[config.mk]
export PLATFORM = sky130hd
export DESIGN_NAME = usb_irq_status
export DESIGN_NICKNAME = d
export VERILOG_FILES = /design/src/irq_status_pkg.sv /design/src/usb_irq_status.sv
export SDC_FILE = /design/constraint.sdc
export NUM_CORES = 1
export LEC_CHECK = 0
export BUFFER_PORTS_ARGS = -buffer_cell sky130_fd_sc_hd__buf_2
export CORE_MARGIN = 3
export CORE_UTILIZATION = 42
export CTS_CLUSTER_SIZE = 30
export DETAILED_ROUTE_END_ITERATION = 7
export GPL_ROUTABILITY_DRIVEN = 0
export PLACE_DENSITY = 0.7
export SYNTH_ARGS = -nofsm -noshare
export SYNTH_HDL_FRONTEND = slang
export SYNTH_SLANG_ARGS = --single-unit
[constraint.sdc]
create_clock -name mclk_in -period 2.45 [get_ports mclk_in]
set_clock_uncertainty 0.2 [all_clocks]
set_input_delay 0.3675 -clock mclk_in [delete_from_list [all_inputs] [get_ports mclk_in]]
set_output_delay 0.3675 -clock mclk_in [all_outputs]
set_load 0.05 [all_outputs]
[src/irq_status_pkg.sv]
// Package: register map, field layout and reset values of the USB interrupt status block
`default_nettype none
package irq_status_pkg;
  // ----------------------------------------------------------------
  // Register byte offsets
  // ----------------------------------------------------------------
  localparam logic [7:0] TX_STATUS_OFF = 8'h00;
  localparam logic [7:0] RX_STATUS_OFF = 8'h04;
  localparam logic [7:0] TX_ENABLE_OFF = 8'h08;
  localparam logic [7:0] RX_ENABLE_OFF = 8'h0C;
  localparam logic [7:0] COMMON_STATUS_OFF = 8'h10;
  localparam logic [7:0] COMMON_ENABLE_OFF = 8'h14;
  localparam logic [7:0] CONTROL_OFF = 8'h18;
  // ----------------------------------------------------------------
  // Field layout and reset values
  // ----------------------------------------------------------------
  localparam int EP_BITS = 5;
  localparam int COMMON_BITS = 8;
  localparam int DIRECT_MODE_BIT = 0;
  localparam logic [4:0] TX_VALID_MASK = 5'h1F;
  localparam logic [4:0] RX_VALID_MASK = 5'h1E;
  localparam logic [4:0] TX_ENABLE_RST = 5'h00;
  localparam logic [4:0] RX_ENABLE_RST = 5'h00;
  localparam logic [7:0] COMMON_ENABLE_RST = 8'h06;
  localparam logic [1:0] RESP_OKAY = 2'b00;
  localparam logic [1:0] RESP_SLVERR = 2'b10;

  // Common bus events in register bit order, bit 7 first
  typedef struct packed {
    logic supply_drop_flag;
    logic session_request_flag;
    logic disconnect_flag;
    logic connect_flag;
    logic frame_start;
    logic reset_babble;
    logic resume;
    logic suspend;
  } common_event_t;

  // Endpoint events, one bit per endpoint, bit 0 is the control endpoint in tx and unused in rx
  typedef struct packed {
    logic [4:0] tx;
    logic [4:0] rx;
  } ep_event_t;
endpackage
`default_nettype wire

[src/usb_irq_status.sv]
// USB controller interrupt status and enable registers with an AXI4-Lite slave
// Notes on behaviour
// RQ1: Tx status: bit0 control, bits1-4 endpoints
// RQ2: Rx status: bits1-4 endpoints, rest zero
// RQ3: Endpoint status read clears returned bits
// RQ4: Software reads status only in direct mode
// RQ5: Tx enable one bit per source
// RQ6: Rx enable bits1-4, bit0 reads zero
// RQ7: Common status clears on read, unwritable
// RQ8: Bit7 supply drop, A device only
// RQ9: Bit6 session request, A device only
// RQ10: Bit5 disconnect or session end
// RQ11: Bit4 connect, host role only
// RQ12: Bit3 set at every frame start
// RQ13: Bit2 reset in peripheral, babble host
// RQ14: Bit1 resume while suspended
// RQ15: Bit0 suspend, peripheral role only
// RQ16: Common enables; only bits 2,1 reset high
// RQ17: Interrupt while any enabled status set
//
// Register access over AXI4-Lite and the placing of the registers were left to the implementer.
`default_nettype none
module usb_irq_status
  import irq_status_pkg::*;
(
  input wire logic mclk_in,
  input wire logic rst_n_in,
  // Event pulses from the endpoint and bus logic
  input wire ep_event_t ep_event_in,
  input wire logic vbus_low_in,
  input wire logic session_req_in,
  input wire logic disconnect_in,
  input wire logic session_end_in,
  input wire logic connect_in,
  input wire logic frame_start_in,
  input wire logic bus_reset_in,
  input wire logic babble_in,
  input wire logic resume_in,
  input wire logic suspend_in,
  // Role and state of the controller
  input wire logic host_role_in,
  input wire logic a_device_in,
  input wire logic session_in,
  input wire logic suspended_in,
  // AXI4-Lite slave
  input wire logic [7:0] s_axi_awaddr,
  input wire logic s_axi_awvalid,
  output logic s_axi_awready,
  input wire logic [31:0] s_axi_wdata,
  input wire logic [3:0] s_axi_wstrb,
  input wire logic s_axi_wvalid,
  output logic s_axi_wready,
  output logic [1:0] s_axi_bresp,
  output logic s_axi_bvalid,
  input wire logic s_axi_bready,
  input wire logic [7:0] s_axi_araddr,
  input wire logic s_axi_arvalid,
  output logic s_axi_arready,
  output logic [31:0] s_axi_rdata,
  output logic [1:0] s_axi_rresp,
  output logic s_axi_rvalid,
  input wire logic s_axi_rready,
  // Interrupt request and mode
  output logic irq_out,
  output logic direct_irq_mode_sel_out
);

  // ----------------------------------------------------------------
  // Reset synchroniser
  // ----------------------------------------------------------------
  logic rst_meta_r;
  logic rst_n_r;

  // Release is synchronous so no flop leaves reset on a metastable edge
  always_ff @(posedge mclk_in or negedge rst_n_in)
  begin
    if (!rst_n_in)
    begin
      rst_meta_r <= 1'b0;
      rst_n_r <= 1'b0;
    end
    else
    begin
      rst_meta_r <= 1'b1;
      rst_n_r <= rst_meta_r;
    end
  end

  // ----------------------------------------------------------------
  // Registers
  // ----------------------------------------------------------------
  logic [4:0] tx_endpoint_irq_status_r;
  logic [4:0] rx_endpoint_irq_status_r;
  logic [4:0] tx_endpoint_irq_enable_r;
  logic [4:0] rx_endpoint_irq_enable_r;
  logic [7:0] common_bus_event_status_r;
  logic [7:0] common_bus_event_enable_r;
  logic direct_irq_mode_sel_r;

  // ----------------------------------------------------------------
  // Event qualification by role
  // ----------------------------------------------------------------
  common_event_t common_set;

  // Events only count in the role in which they mean something
  assign common_set.supply_drop_flag = vbus_low_in && a_device_in && session_in; // RQ8
  assign common_set.session_request_flag = session_req_in && a_device_in; // RQ9
  assign common_set.disconnect_flag = host_role_in ? disconnect_in : session_end_in; // RQ10
  assign common_set.connect_flag = connect_in && host_role_in; // RQ11
  assign common_set.frame_start = frame_start_in; // RQ12
  assign common_set.reset_babble = host_role_in ? babble_in : bus_reset_in; // RQ13
  assign common_set.resume = resume_in && suspended_in; // RQ14
  assign common_set.suspend = suspend_in && !host_role_in; // RQ15

  logic [4:0] tx_set;
  logic [4:0] rx_set;
  assign tx_set = ep_event_in.tx & TX_VALID_MASK; // RQ1
  assign rx_set = ep_event_in.rx & RX_VALID_MASK; // RQ2

  // ----------------------------------------------------------------
  // AXI4-Lite write path
  // ----------------------------------------------------------------
  logic aw_held_r;
  logic w_held_r;
  logic [7:0] aw_addr_r;
  logic [31:0] w_data_r;
  logic [3:0] w_strb_r;
  logic bvalid_r;
  logic [1:0] bresp_r;

  wire aw_take = s_axi_awvalid && s_axi_awready;
  wire w_take = s_axi_wvalid && s_axi_wready;
  // Address and data may arrive in either order; both latch before the write
  assign s_axi_awready = !aw_held_r && !bvalid_r;
  assign s_axi_wready = !w_held_r && !bvalid_r;
  wire wr_fire = aw_held_r && w_held_r && !bvalid_r;

  wire wr_tx_en = wr_fire && aw_addr_r == TX_ENABLE_OFF;
  wire wr_rx_en = wr_fire && aw_addr_r == RX_ENABLE_OFF;
  wire wr_cm_en = wr_fire && aw_addr_r == COMMON_ENABLE_OFF;
  wire wr_ctrl = wr_fire && aw_addr_r == CONTROL_OFF;
  // Status registers answer a write with OKAY and ignore it
  wire wr_status = aw_addr_r == TX_STATUS_OFF || aw_addr_r == RX_STATUS_OFF
    || aw_addr_r == COMMON_STATUS_OFF;
  wire wr_mapped = wr_status || wr_tx_en || wr_rx_en || wr_cm_en || wr_ctrl;

  // Address and data capture
  always_ff @(posedge mclk_in or negedge rst_n_r)
  begin
    if (!rst_n_r)
    begin
      aw_held_r <= 1'b0;
      w_held_r <= 1'b0;
      aw_addr_r <= 8'h00;
      w_data_r <= 32'h0000_0000;
      w_strb_r <= 4'h0;
    end
    else
    begin
      if (aw_take)
      begin
        aw_held_r <= 1'b1;
        aw_addr_r <= s_axi_awaddr;
      end
      else if (wr_fire)
        aw_held_r <= 1'b0;
      if (w_take)
      begin
        w_held_r <= 1'b1;
        w_data_r <= s_axi_wdata;
        w_strb_r <= s_axi_wstrb;
      end
      else if (wr_fire)
        w_held_r <= 1'b0;
    end
  end

  // Write response
  always_ff @(posedge mclk_in or negedge rst_n_r)
  begin
    if (!rst_n_r)
    begin
      bvalid_r <= 1'b0;
      bresp_r <= RESP_OKAY;
    end
    else if (wr_fire)
    begin
      bvalid_r <= 1'b1;
      bresp_r <= wr_mapped ? RESP_OKAY : RESP_SLVERR;
    end
    else if (s_axi_bready)
      bvalid_r <= 1'b0;
  end

  assign s_axi_bvalid = bvalid_r;
  assign s_axi_bresp = bresp_r;

  // Enable and control registers, low byte lane only
  always_ff @(posedge mclk_in or negedge rst_n_r)
  begin
    if (!rst_n_r)
    begin
      tx_endpoint_irq_enable_r <= TX_ENABLE_RST;
      rx_endpoint_irq_enable_r <= RX_ENABLE_RST;
      common_bus_event_enable_r <= COMMON_ENABLE_RST; // RQ16
      direct_irq_mode_sel_r <= 1'b0;
    end
    else if (w_strb_r[0])
    begin
      if (wr_tx_en)
        tx_endpoint_irq_enable_r <= w_data_r[4:0] & TX_VALID_MASK; // RQ5
      if (wr_rx_en)
        rx_endpoint_irq_enable_r <= w_data_r[4:0] & RX_VALID_MASK; // RQ6
      if (wr_cm_en)
        common_bus_event_enable_r <= w_data_r[7:0]; // RQ16
      if (wr_ctrl)
        direct_irq_mode_sel_r <= w_data_r[DIRECT_MODE_BIT];
    end
  end

  // ----------------------------------------------------------------
  // AXI4-Lite read path
  // ----------------------------------------------------------------
  logic rvalid_r;
  logic [31:0] rdata_r;
  logic [1:0] rresp_r;

  assign s_axi_arready = !rvalid_r;
  wire rd_take = s_axi_arvalid && s_axi_arready;
  wire rd_tx_st = rd_take && s_axi_araddr == TX_STATUS_OFF;
  wire rd_rx_st = rd_take && s_axi_araddr == RX_STATUS_OFF;
  wire rd_cm_st = rd_take && s_axi_araddr == COMMON_STATUS_OFF;

  // Read data selection; upper bits always zero
  logic [31:0] rd_mux;
  logic rd_hit;
  always_comb
  begin
    rd_mux = 32'h0000_0000;
    rd_hit = 1'b1;
    if (s_axi_araddr == TX_STATUS_OFF)
      rd_mux[4:0] = tx_endpoint_irq_status_r; // RQ1
    else if (s_axi_araddr == RX_STATUS_OFF)
      rd_mux[4:0] = rx_endpoint_irq_status_r; // RQ2
    else if (s_axi_araddr == TX_ENABLE_OFF)
      rd_mux[4:0] = tx_endpoint_irq_enable_r;
    else if (s_axi_araddr == RX_ENABLE_OFF)
      rd_mux[4:0] = rx_endpoint_irq_enable_r;
    else if (s_axi_araddr == COMMON_STATUS_OFF)
      rd_mux[7:0] = common_bus_event_status_r;
    else if (s_axi_araddr == COMMON_ENABLE_OFF)
      rd_mux[7:0] = common_bus_event_enable_r;
    else if (s_axi_araddr == CONTROL_OFF)
      rd_mux[DIRECT_MODE_BIT] = direct_irq_mode_sel_r;
    else
      rd_hit = 1'b0;
  end

  // Read data is captured when the address is taken
  always_ff @(posedge mclk_in or negedge rst_n_r)
  begin
    if (!rst_n_r)
    begin
      rvalid_r <= 1'b0;
      rdata_r <= 32'h0000_0000;
      rresp_r <= RESP_OKAY;
    end
    else if (rd_take)
    begin
      rvalid_r <= 1'b1;
      rdata_r <= rd_mux;
      rresp_r <= rd_hit ? RESP_OKAY : RESP_SLVERR;
    end
    else if (s_axi_rready)
      rvalid_r <= 1'b0;
  end

  assign s_axi_rvalid = rvalid_r;
  assign s_axi_rdata = rdata_r;
  assign s_axi_rresp = rresp_r;

  // ----------------------------------------------------------------
  // Status registers: set wins over read-clear
  // ----------------------------------------------------------------
  // Only the bits the read returned are cleared, so a new event is never lost
  always_ff @(posedge mclk_in or negedge rst_n_r)
  begin
    if (!rst_n_r)
    begin
      tx_endpoint_irq_status_r <= 5'h00;
      rx_endpoint_irq_status_r <= 5'h00;
      common_bus_event_status_r <= 8'h00; // RQ7
    end
    else
    begin
      tx_endpoint_irq_status_r <= (rd_tx_st ? 5'h00 : tx_endpoint_irq_status_r) | tx_set; // RQ3
      rx_endpoint_irq_status_r <= (rd_rx_st ? 5'h00 : rx_endpoint_irq_status_r) | rx_set; // RQ3
      common_bus_event_status_r <= (rd_cm_st ? 8'h00 : common_bus_event_status_r) | common_set; // RQ7
    end
  end

  // ----------------------------------------------------------------
  // Interrupt output
  // ----------------------------------------------------------------
  wire irq_any = |(tx_endpoint_irq_status_r & tx_endpoint_irq_enable_r)
    || |(rx_endpoint_irq_status_r & rx_endpoint_irq_enable_r)
    || |(common_bus_event_status_r & common_bus_event_enable_r);
  assign irq_out = irq_any; // RQ17
  // Software uses this to decide whether direct status reads are allowed
  assign direct_irq_mode_sel_out = direct_irq_mode_sel_r; // RQ4
endmodule
`default_nettype wire

==> out/results.ini <==
[status]
status = complete, no violations

[cts]
cts.sinks = 68
cts.reportedPaths.clkPinSlew_ns = 0.07
cts_max_level = 3
cts_resized = 0
cts-root-buf = clkbuf_8
cts_buffers = 9
cts.path.max_buffers = 2
cts_tree = built
worstSkewPairLatency_ns = 0.34
postCtsSetupBuffers = 0

[sta]
tightestPinTransition_ns = 0.556
post-route-period-util_pct = 94.4
setup_viol = 0
hold_ws_ns = 0.0277
min_period_ns = 2.31
max_freq_mhz = 432
maxSlewViolCount = 0
hold_viol = 0
final.setup.tns_ns = 0
fin_ws_ns = 0.138
max_slew_margin_pct = 63.0
rsz0062_at_grt = no

[die]
start_util_pct = 43.9
die_y_um = 93.8
die_w_um = 93.8
rows = 31
core_um2 = 7370
ios = 126
fp.dieArea_um2 = 8800

[place]
dp.cells = 439
portBuffers = 71
dpl.hpwl_mm = 4.97
placed_area_um2 = 3650
dp_slack_ns = 0.158

[synthesis]
ys.flop_type = dfrtp_1
seq_area_frac_synth_pct = 52.6
synth_top_area_share_pct = 51.0
synth_top_area_cell = dfrtp_1
synthCells = 273
ys_types = 47
synth_warnings = 0
syn-cell-area_um2 = 3240
synth_edf_count = 0
synth_area_leaders = dfrtp_1 51%, mux2_2 12%, buf_4 6.0%
ys_seq_elements = 68
syn_area_per_cell_um2 = 11.9
synthArstFlopShare_pct = 100

[global_route]
grt_overflow = 0
grt_pass1_wl_mm = 10.8
grt_start_max_net_pins = 43
grt_usage_pct = 16.2
antenna_found_initial = 1
grt_pass1_vias = 2226

[power_and_ir_drop]
powerDensity_nw_per_um2 = 835
ir_drop_uv = 719
p_leak_nw = 1.86
power.total_mw = 3.30

[critical_path]
r2r_cells = 5
required_ns = 1.88
cp-end-kind = primary output
cp-start-kind = register
worstSetupPathType = reg2out
crit_arrival_ns = 1.74
reg2reg_slack_ns = 0.19
path_max_fanout = 3

[routing]
routed_wl_mm = 6.80
num_vias = 2335
drcViolationCount = 0
drtIter0Drc = 116
routed_via_density = 5.00
drt-pass1-iter-count = 4
ant_nets = 0
post_drt_wl_per_cell_um = 14.6

[layout]
syn_to_final_growth_pct = 22.3
fin_cells = 467
design_area_um2 = 3960
layout_commonest_cell = buf_2
post-route-util_pct = 53.7
final_cell_mix = 71 x buf_2, 64 x dfrtp_1, 35 x mux2_2
diodes = 0
layout.nets = 446
drive_gt1_share_pct = 38.0

[worst_hold_path]
min_path_cells = 3
hp-class = in2reg

[flow_run]
drv_cap = 0

==> repair_timing <==
action                                 in CTS  in global routing
hold buffers                               11                  1
endpoints found under the hold margin      12                  1
setup endpoints to repair                   0                  0
==> kinds of logic after synthesis <==
| logic type | count (synthesis) | synth area share, % |
|---|---|---|
| DFF | 68 | 52.6 |
| AOI/OAI and AO/OA | 60 | 13.8 |
| and+or+nand+nor | 58 | 10.5 |
| buffers and inverters | 43 | 8.50 |
| muxes | 42 | 14.3 |
| other | 2 | 0.232 |
==> synthesized netlist by cell type (all sizes together) (3+ instances only) <==
cell type and count:
or4 3, a21o 15, nor2b 6, nand2b 7
a22o 5, o21ai 8, clkbuf 6, inv 6
nand2 10, nor3 7, a22oi 8, mux2 35
dfrtp 66, nor2 11, o22a 3, o31ai 4
buf 31, a31oi 4, mux2i 7
==> layout make-up <==
class                           instances  area [um2]
Fill cell                             677        3410
Sequential cell                        68        1710
Multi-Input combinational cell        187        1360
Timing Repair Buffer                   91         561
Clock buffer                           12         165
Tap cell                               99         124
Clock inverter                          4        22.5
Inverter                                6        22.5
==> critical path, cell delays in order, from the launching register on <==
cell	delay, ns
dfrtp_1	0.40
a22o_1	0.26
a221oi_1	0.21
and3_1	0.20
nand3_1	0.09
buf_2	0.24
==> flip-flops by register name, summed over array words and instances (netlist names), 4 cells and up <==
| name | flops |
|---|---|
| w_data_r | 8 |
| common_bus_event_enable_r | 8 |
| aw_addr_r | 8 |
| tx_endpoint_irq_status_r | 5 |
| tx_endpoint_irq_enable_r | 5 |
| common_bus_event_status_r | 8 |
| rx_endpoint_irq_status_r | 4 |
| s_axi_rdata | 8 |
| rx_endpoint_irq_enable_r | 4 |
==> power breakdown <==
part / leakage, nW / internal (mW) / switching (mW) / total [mW]
Clock: 0.0982 / 0.445 / 0.403 / 0.847
Sequential: 0.797 / 1.34 / 0.188 / 1.53
Combinational: 0.961 / 0.358 / 0.572 / 0.929
Total: 1.86 / 2.14 / 1.16 / 3.30
==> final timing paths <==
check / from / to
worst min register to register: rst_n_r$_DFF_PN0_ / w_held_r$_DFFE_PN0P_
max in group asynchronous: rst_n_r$_DFF_PN0_ / common_bus_event_enable_r[1]$_DFFE_PN1P_
worst min-delay path: s_axi_wstrb[0] / w_strb_r[0]$_DFFE_PN0P_
min in group asynchronous: rst_n_r$_DFF_PN0_ / w_held_r$_DFFE_PN0P_
worst max register to register: aw_addr_r[0]$_DFFE_PN0P_ / tx_endpoint_irq_enable_r[1]$_DFFE_PN0P_
worst max-delay path: common_bus_event_status_r[6]$_DFF_PN0_ / irq_out
==> metal layers <==
metal  track usage, %  wire length [um]
met5                0                13
met4             6.50               119
met3             6.17               517
met2             24.9              3120
met1             20.4              3030
(Power assumes the default switching activity.)
